**src/verilog/hlu_params.svh**
```systemverilog
// constants for the halfword load unit
`ifndef HLU_PARAMS_SVH
`define HLU_PARAMS_SVH
`define HLU_OP_EXT       6'h1f
`define HLU_OP_LHZ       6'h28
`define HLU_OP_LHZU      6'h29
`define HLU_XO_LHAX      10'h157
`define HLU_XO_SWAP      10'h316
`define HLU_XO_ZUX       10'h14b
`define HLU_XO_ZX        10'h117
`define HLU_REG_ZERO     5'h00
`define HLU_ALIGN_MASK   32'h00000001
`endif

```
**src/verilog/hlu_pkg.sv**
```systemverilog
// types shared by the halfword load unit
`default_nettype none
package hlu_pkg;
    typedef enum logic [2:0] {
        HLU_OP_NONE,
        HLU_OP_ALG_X,
        HLU_OP_SWAP_X,
        HLU_OP_ZERO_D,
        HLU_OP_ZERO_DU,
        HLU_OP_ZERO_XU,
        HLU_OP_ZERO_X
    } hlu_op_t;

    typedef struct packed {
        hlu_op_t    op;
        logic [4:0] target_register_select;
        logic [4:0] base_register_select;
        logic [4:0] index_register_select;
        logic [15:0] disp;
        logic       indexed;
        logic       update;
    } hlu_dec_t;

    typedef struct packed {
        logic        we;
        logic [4:0]  sel;
        logic [31:0] data;
    } hlu_wb_t;
endpackage : hlu_pkg
`default_nettype wire
```
**src/verilog/halfword_load_unit.sv**
```systemverilog
// halfword load unit: decode, address, memory request, result and write-back
`default_nettype none
`include "hlu_params.svh"
module halfword_load_unit (
    input  wire logic        clk_sys_i,
    input  wire logic        arst_n_i,
    input  wire logic        issue_i,
    input  wire logic [31:0] insn_i,
    input  wire logic [31:0] base_val_i,
    input  wire logic [31:0] index_val_i,
    output logic             busy_o,
    output logic             illegal_o,
    output logic             mem_req_o,
    output logic [31:0]      mem_addr_o,
    input  wire logic        mem_ack_i,
    input  wire logic [15:0] mem_data_i,
    input  wire logic        mem_dsi_i,
    output logic             fault_align_o,
    output logic             fault_dsi_o,
    output logic             rt_we_o,
    output logic [4:0]       rt_sel_o,
    output logic [31:0]      rt_data_o,
    output logic             ra_we_o,
    output logic [4:0]       ra_sel_o,
    output logic [31:0]      ra_data_o,
    output logic             done_o
);
    typedef enum logic [1:0] {ST_IDLE, ST_WAIT} hlu_st_t;

    hlu_pkg::hlu_dec_t dec;
    logic [31:0]       ea;

    hlu_decode u_decode (
        .insn_i (insn_i),
        .dec_o  (dec)
    );

    hlu_addr u_addr (
        .base_i              (base_val_i),
        .index_i             (index_val_i),
        .disp_i              (dec.disp),
        .base_sel_i          (dec.base_register_select),
        .indexed_i           (dec.indexed),
        .effective_address_o (ea)
    );

    ////////////////////////////////////////////////////////////////////////////
    // state
    hlu_st_t           st_r, st_nxt;
    hlu_pkg::hlu_dec_t op_r, op_nxt;
    logic [31:0]       ea_r, ea_nxt;
    logic              req_r, req_nxt;
    logic              ill_r, ill_nxt;
    logic              fal_r, fal_nxt;
    logic              fds_r, fds_nxt;
    logic              done_r, done_nxt;
    hlu_pkg::hlu_wb_t  rt_r, rt_nxt;
    hlu_pkg::hlu_wb_t  ra_r, ra_nxt;
    logic [31:0]       res;

    // result placement per form
    always_comb begin
        unique case (op_r.op)
            hlu_pkg::HLU_OP_ALG_X:  res = {{16{mem_data_i[15]}}, mem_data_i};
            hlu_pkg::HLU_OP_SWAP_X: res = {16'h0000, mem_data_i[7:0],
                                           mem_data_i[15:8]};
            default:                res = {16'h0000, mem_data_i};
        endcase
    end

    // sequencer: one request per load, results wait for the ack
    always_comb begin
        st_nxt   = st_r;
        op_nxt   = op_r;
        ea_nxt   = ea_r;
        req_nxt  = req_r;
        ill_nxt  = 1'b0;
        fal_nxt  = 1'b0;
        fds_nxt  = 1'b0;
        done_nxt = 1'b0;
        rt_nxt   = '0;
        ra_nxt   = '0;
        // exception register and condition field have no port at all
        unique case (st_r)
            ST_IDLE: begin
                if (issue_i) begin
                    if (dec.op == hlu_pkg::HLU_OP_NONE) begin
                        ill_nxt  = 1'b1;
                        done_nxt = 1'b1;
                    end else if ((ea & `HLU_ALIGN_MASK) != 32'h00000000) begin
                        fal_nxt  = 1'b1;                // no access, no update
                        done_nxt = 1'b1;
                    end else begin
                        op_nxt  = dec;
                        ea_nxt  = ea;
                        req_nxt = 1'b1;                 // single halfword read
                        st_nxt  = ST_WAIT;
                    end
                end
            end
            ST_WAIT: begin
                if (mem_ack_i) begin
                    req_nxt  = 1'b0;
                    st_nxt   = ST_IDLE;
                    done_nxt = 1'b1;
                    if (mem_dsi_i) begin
                        fds_nxt = 1'b1;
                    end else begin
                        rt_nxt.we   = 1'b1;             // write only on data return
                        rt_nxt.sel  = op_r.target_register_select;
                        rt_nxt.data = res;
                        if (op_r.update &&
                            op_r.base_register_select != `HLU_REG_ZERO &&
                            op_r.base_register_select != op_r.target_register_select) begin
                            ra_nxt.we   = 1'b1;
                            ra_nxt.sel  = op_r.base_register_select;
                            ra_nxt.data = ea_r;
                        end
                    end
                end
            end
        endcase
    end

    // registers
    always_ff @(posedge clk_sys_i or negedge arst_n_i) begin
        if (!arst_n_i) begin
            st_r   <= ST_IDLE;
            op_r   <= '0;
            ea_r   <= 32'h00000000;
            req_r  <= 1'b0;
            ill_r  <= 1'b0;
            fal_r  <= 1'b0;
            fds_r  <= 1'b0;
            done_r <= 1'b0;
            rt_r   <= '0;
            ra_r   <= '0;
        end else begin
            st_r   <= st_nxt;
            op_r   <= op_nxt;
            ea_r   <= ea_nxt;
            req_r  <= req_nxt;
            ill_r  <= ill_nxt;
            fal_r  <= fal_nxt;
            fds_r  <= fds_nxt;
            done_r <= done_nxt;
            rt_r   <= rt_nxt;
            ra_r   <= ra_nxt;
        end
    end

    ////////////////////////////////////////////////////////////////////////////
    // outputs straight from flops
    assign busy_o        = req_r;           // request flop is high exactly in the wait state
    assign mem_req_o     = req_r;
    assign mem_addr_o    = ea_r;
    assign illegal_o     = ill_r;
    assign fault_align_o = fal_r;
    assign fault_dsi_o   = fds_r;
    assign done_o        = done_r;
    assign rt_we_o       = rt_r.we;
    assign rt_sel_o      = rt_r.sel;
    assign rt_data_o     = rt_r.data;
    assign ra_we_o       = ra_r.we;
    assign ra_sel_o      = ra_r.sel;
    assign ra_data_o     = ra_r.data;
endmodule : halfword_load_unit
`default_nettype wire

```
**src/verilog/hlu_addr.sv**
```systemverilog
// effective address adder
`default_nettype none
`include "hlu_params.svh"
module hlu_addr (
    input  wire logic [31:0] base_i,
    input  wire logic [31:0] index_i,
    input  wire logic [15:0] disp_i,
    input  wire logic [4:0]  base_sel_i,
    input  wire logic        indexed_i,
    output logic      [31:0] effective_address_o
);
    logic [31:0] base_term;
    logic [31:0] off_term;
    // zero base select means no base contribution
    always_comb begin
        base_term = (base_sel_i == `HLU_REG_ZERO) ? 32'h00000000 : base_i;
        off_term  = indexed_i ? index_i : {{16{disp_i[15]}}, disp_i};
        effective_address_o = base_term + off_term;
    end
endmodule : hlu_addr
`default_nettype wire

```
**src/verilog/hlu_decode.sv**
```systemverilog
// field decoder for the halfword loads
`default_nettype none
`include "hlu_params.svh"
module hlu_decode (
    input  wire logic [31:0]     insn_i,
    output hlu_pkg::hlu_dec_t    dec_o
);
    logic [5:0] prim;
    logic [9:0] xo;
    // bit 0 of the instruction is the msb, so bit n sits at index 31-n
    assign prim = insn_i[31:26];
    assign xo   = insn_i[10:1];          // bit 31 (index 0) ignored

    // classify opcode and pull register fields
    always_comb begin
        dec_o = '0;
        dec_o.target_register_select = insn_i[25:21];
        dec_o.base_register_select   = insn_i[20:16];
        dec_o.index_register_select  = insn_i[15:11];
        dec_o.disp                   = insn_i[15:0];
        dec_o.op                     = hlu_pkg::HLU_OP_NONE;
        if (prim == `HLU_OP_LHZ) begin
            dec_o.op = hlu_pkg::HLU_OP_ZERO_D;
        end else if (prim == `HLU_OP_LHZU) begin
            dec_o.op     = hlu_pkg::HLU_OP_ZERO_DU;
            dec_o.update = 1'b1;
        end else if (prim == `HLU_OP_EXT) begin
            dec_o.indexed = 1'b1;
            if (xo == `HLU_XO_LHAX) begin
                dec_o.op = hlu_pkg::HLU_OP_ALG_X;
            end else if (xo == `HLU_XO_SWAP) begin
                dec_o.op = hlu_pkg::HLU_OP_SWAP_X;
            end else if (xo == `HLU_XO_ZUX) begin
                dec_o.op     = hlu_pkg::HLU_OP_ZERO_XU;
                dec_o.update = 1'b1;
            end else if (xo == `HLU_XO_ZX) begin
                dec_o.op = hlu_pkg::HLU_OP_ZERO_X;
            end else begin
                dec_o.indexed = 1'b0;
            end
        end
    end
endmodule : hlu_decode
`default_nettype wire

```
**config.mk**
```make
export PLATFORM = sky130hd
export DESIGN_NAME = halfword_load_unit
export DESIGN_NICKNAME = d
export VERILOG_FILES = /design/src/verilog/hlu_pkg.sv /design/src/verilog/halfword_load_unit.sv /design/src/verilog/hlu_addr.sv /design/src/verilog/hlu_decode.sv
export VERILOG_INCLUDE_DIRS = /design/src /design/src/verilog
export SDC_FILE = /design/constraint.sdc
export NUM_CORES = 1
export LEC_CHECK = 0
export ABC_AREA = 1
export BUFFER_PORTS_ARGS = -buffer_cell sky130_fd_sc_hd__buf_2
export CAP_MARGIN = 20
export CELL_PAD_IN_SITES_DETAIL_PLACEMENT = 0
export CELL_PAD_IN_SITES_GLOBAL_PLACEMENT = 2
export CORE_AREA = 3 3 156 188
export CTS_BUF_LIST = sky130_fd_sc_hd__clkbuf_2 sky130_fd_sc_hd__clkbuf_4 sky130_fd_sc_hd__clkbuf_8
export DETAILED_ROUTE_END_ITERATION = 6
export DIE_AREA = 0 0 159 191
export PLACE_DENSITY_LB_ADDON = 0.08
export SETUP_SLACK_MARGIN = 0.2
export SYNTH_ARGS = -nofsm -noshare
export SYNTH_HDL_FRONTEND = slang
export SYNTH_SLANG_ARGS = --single-unit
```
**constraint.sdc**
```tcl
create_clock -name clk_sys_i -period 1.48 [get_ports clk_sys_i]
set_input_delay 0.222 -clock clk_sys_i [delete_from_list [all_inputs] [get_ports clk_sys_i]]
set_output_delay 0.222 -clock clk_sys_i [all_outputs]
set_load 0.02 [all_outputs]
```
==> results.py <==
metrics = {
    "layout": {
        "finalCoreUtilization_pct": 46.6,
        "post_route_cells_drive_above_1_share_pct": 58.1,
        "final_cell_area_um2": 13000,
        "finish.net_count": 1557,
        "syn_to_final_growth_pct": 88.3,
        "post_layout_nonfiller_instances": 1791,
        "n_antenna_cell": 0,
    },
    "run_status": {
        "status": "complete, but fails checks",
        "violations": "setup timing",
    },
    "power_and_ir_drop": {
        "finalPower_w": 0.00955,
        "power.static_leakage_nw": 6.67,
        "pwr-share-comb_pct": 44.0,
        "power_frac_seq_pct": 37.4,
        "p_int_w": 0.00598,
        "switching_share_pct": 37.4,
        "power.net_switching_w": 0.00357,
        "pwr_density_cell_nw_per_um2": 737,
        "p_clk_share_pct": 18.7,
        "worst_ir_drop_vdd_uv": 454,
    },
    "timing": {
        "worst_clock_skew_ns": 0.0137,
        "timing.final.ws_setup_ns": -0.892,
        "grt_setup_unrepaired": "true",
        "max_clock_freq_mhz": 422,
        "hold_violations": 0,
        "timing.hold.ws_ns": 0.0406,
        "drv_slew": 0,
        "period_needed_ns": 2.37,
        "total_setup_violations_reported_at_the_end_of_the_flow": 93,
        "layout_worst_path_cycle_share_pct": 160,
    },
    "grt": {
        "antenna_found_initial": 0,
        "first_pass_grt_wire_length_um": 42600,
        "globalRouteTotalUtil_pct": 17.7,
        "overflow": 0,
        "pin_count_of_the_biggest_net_entering_global_routing": 37,
        "first_global_vias": 7822,
    },
    "routing": {
        "top_layer_used": "met4",
        "detail_route.wl_per_cell_um": 15.0,
        "met3_wirelength_um": 1030,
        "met2_layer_wire_length_in_the_routed_design_um": 13400,
        "met1Wirelength_um": 12000,
        "first_pass_iters": 4,
        "first_iter_violations": 302,
        "drtAntennaViolNets": 0,
        "detail_route.wirelength_um": 26800,
        "drc": 0,
        "num_vias": 7530,
        "avgViaCountPerCell": 4.20,
    },
    "clocking": {
        "clk_path_buf_depth": 2,
        "tritoncts_clock_tree": "built",
        "cts_sinks": 110,
        "clkLatencyLatePin_ns": 0.39,
        "h-tree-depth": 3,
        "clock-root-buffer": "sky130_fd_sc_hd__clkbuf_8",
        "tritoncts.num_buffers": 9,
        "clk_pin_slew_ns": 0.10,
    },
    "logic_synthesis": {
        "synth_top_cells_by_area": "sky130_fd_sc_hd__dfrtp_1, sky130_fd_sc_hd__nand2_1, sky130_fd_sc_hd__inv_1",
        "synthTopCellsByCount": "sky130_fd_sc_hd__nand2_1, sky130_fd_sc_hd__inv_1, sky130_fd_sc_hd__dfrtp_1, sky130_fd_sc_hd__nor2_1, sky130_fd_sc_hd__o21ai_0",
        "synthesis.area_um2": 6880,
        "synth-async-reset-ratio_pct": 100,
        "synth_top_area_cell": "sky130_fd_sc_hd__dfrtp_1",
        "postSynthCellCount": 971,
        "synth.most_common_cell": "sky130_fd_sc_hd__nand2_1",
        "post_synth_edffs": 0,
        "synth_seq_cells": 110,
        "synthFlopType": "sky130_fd_sc_hd__dfrtp_1",
        "ys_warn_count": 0,
        "post_synth.cell_area_avg_um2": 7.09,
        "ys_types": 36,
        "ys_seq_area_share_pct": 40.0,
        "proportion_of_netlist_area_held_by_the_largest_area_contributor_pct": 40.0,
    },
    "floorplan": {
        "total_die_area_um2": 30400,
        "die_w_um": 159,
        "die_h_um": 191,
        "core-area_um2": 27800,
        "row_count": 67,
        "start_util_pct": 24.7,
        "design.portCount": 231,
    },
    "critical_path": {
        "worst_setup_path_start_kind": "input pin",
        "arrival_time_of_the_worst_setup_path_ns": 2.65,
        "crit_top_cell": "sky130_fd_sc_hd__buf_6",
        "timing.critical_path.slowest_stage_cell": "sky130_fd_sc_hd__nor2_4",
        "criticalPathCategory": "in2reg",
        "required_ns": 1.76,
        "endpoint_kind": "flip-flop",
        "path_max_fanout": 6,
        "path_cells": "buf_6, inv_12, nand2_4, nor2_4, nand3_2, nand2_4, buf_4, buf_6, buf_6, buf_6, buf_6, buf_6, buf_4, buf_6, a21boi_4, nand2_2, nor2_4, nor2_8, buf_12, buf_12, buf_12, buf_16, nand2_1, o21ai_1",
        "critPathMaxStageDelay_ns": 0.18,
    },
    "run": {
        "max_cap_violations": 0,
    },
    "place": {
        "io_buffer_count": 228,
        "dpl.hpwl_um": 19800,
        "routability_congestion_estimate": 0.795,
        "numPlacedInstances": 1677,
        "place_area_um2": 9800,
    },
    "worst_hold_path": {
        "hold_class": "in2reg",
    },
}
critical path: cells and delay by family:
| family | cells | cell delay, ns |
|---|---|---|
| buffers and inverters | 14 | 1.55 |
| AND/OR/NAND/NOR | 8 | 0.68 |
| AO/OA/AOI/OAI | 2 | 0.20 |
power by group through the flow:
stage / Combinational, W / Sequential, W / Clock [W]
floorplan: 0.00144 / 0.00391 / 0
global placement: 0.00317 / 0.00362 / 0
detailed placement: 0.00316 / 0.00363 / 0
CTS: 0.00387 / 0.00357 / 0.00185
global route: 0.00461 / 0.00362 / 0.00196
finish: 0.00420 / 0.00357 / 0.00178
logic make-up after synthesis:
logic type / count (synthesis) / share of synthesized area (%)
other: 1 / 0.0545
adder cells (fa/ha/maj): 33 / 6.11
XOR/XNOR: 21 / 2.67
buffers and inverters: 206 / 12.9
AND/OR/NAND/NOR: 454 / 27.1
AO/OA/AOI/OAI: 146 / 11.2
flip-flops: 110 / 40.0
area by class of cell:
cell class / count / area (um^2)
fill: 2814 / 14900
multi-input combinational: 657 / 5000
timing repair buffer: 462 / 3830
sequential: 110 / 2760
inverter: 165 / 674
tap: 379 / 474
clock buffer: 12 / 159
clock inverter: 4 / 30.0
timing repair inverter: 2 / 27.5
through the flow:
stage                     setup WS, ns  setup TNS, ns
final                           -0.892         -41.70
after global routing            -0.966         -51.11
after CTS                       -0.780         -30.38
after detailed placement         -1.45         -56.57
after global placement           -1.38         -52.62
after floorplan                 -0.813         -27.29
timing repair:
| item | 4_1_cts | 5_1_grt |
|---|---|---|
| setup endpoints to repair | 114 | 129 |
| hold buffers | 1 | 0 |
| resized for setup | 316 | 175 |
| endpoints found under the hold margin | 24 | 0 |
| cloned | 14 | 2 |
| pin swaps | 106 | 82 |
| buffers inserted | 54 | 27 |
layer usage:
layer,vias up,GRT usage [%]
met5,-,0
met4,0,4.04
met3,17,2.04
met2,168,31.1
met1,3464,23.3
li1,3881,-
layout by cell type (no fill, tap or decap), drive strengths merged:
| cell type | count |
|---|---|
| clkinv | 2 |
| o21ai | 80 |
| nand3 | 47 |
| and3 | 1 |
| nor2 | 111 |
| a21boi | 2 |
| xnor2 | 16 |
| o21a | 3 |
| a31oi | 1 |
| o21bai | 6 |
| buf | 460 |
| clkinvlp | 2 |
| nand4 | 9 |
| o211ai | 1 |
| a21o | 2 |
| dfrtp | 110 |
| dlygate4sd3 | 1 |
| ha | 32 |
| a21oi | 51 |
| fa | 1 |
| xor2 | 5 |
| nand2 | 273 |
| conb | 2 |
| nor3 | 11 |
| nand3b | 3 |
| inv | 167 |
| clkbuf | 13 |
sequential cells by signal, summed over array words and instances (netlist names):
register	count
rt_we_o	1
illegal_o	1
busy_o	1
rt_data_o	17
op_r	14
ra_sel_o	5
fault_dsi_o	1
rt_sel_o	5
mem_addr_o	31
done_o	1
fault_align_o	1
ra_data_o	31
ra_we_o	1
worst paths after layout:
kind / from / end / slack, ns / cells past startpoint
worst max-delay path: insn_i[8] / op_r[24] / -0.89 / 24
worst min-delay path: insn_i[25] / op_r[32] / 0.04 / 3
worst max register to register: op_r[25] / ra_data_o[1] / -0.20 / 9
worst min register to register: mem_addr_o[13] / mem_addr_o[13] / 0.52 / 2
max in group asynchronous: arst_n_i / rt_sel_o[2] / 0.64 / 3
min in group asynchronous: arst_n_i / op_r[29] / 0.30 / 2
Note: power is estimated with default switching activity, not from simulation.
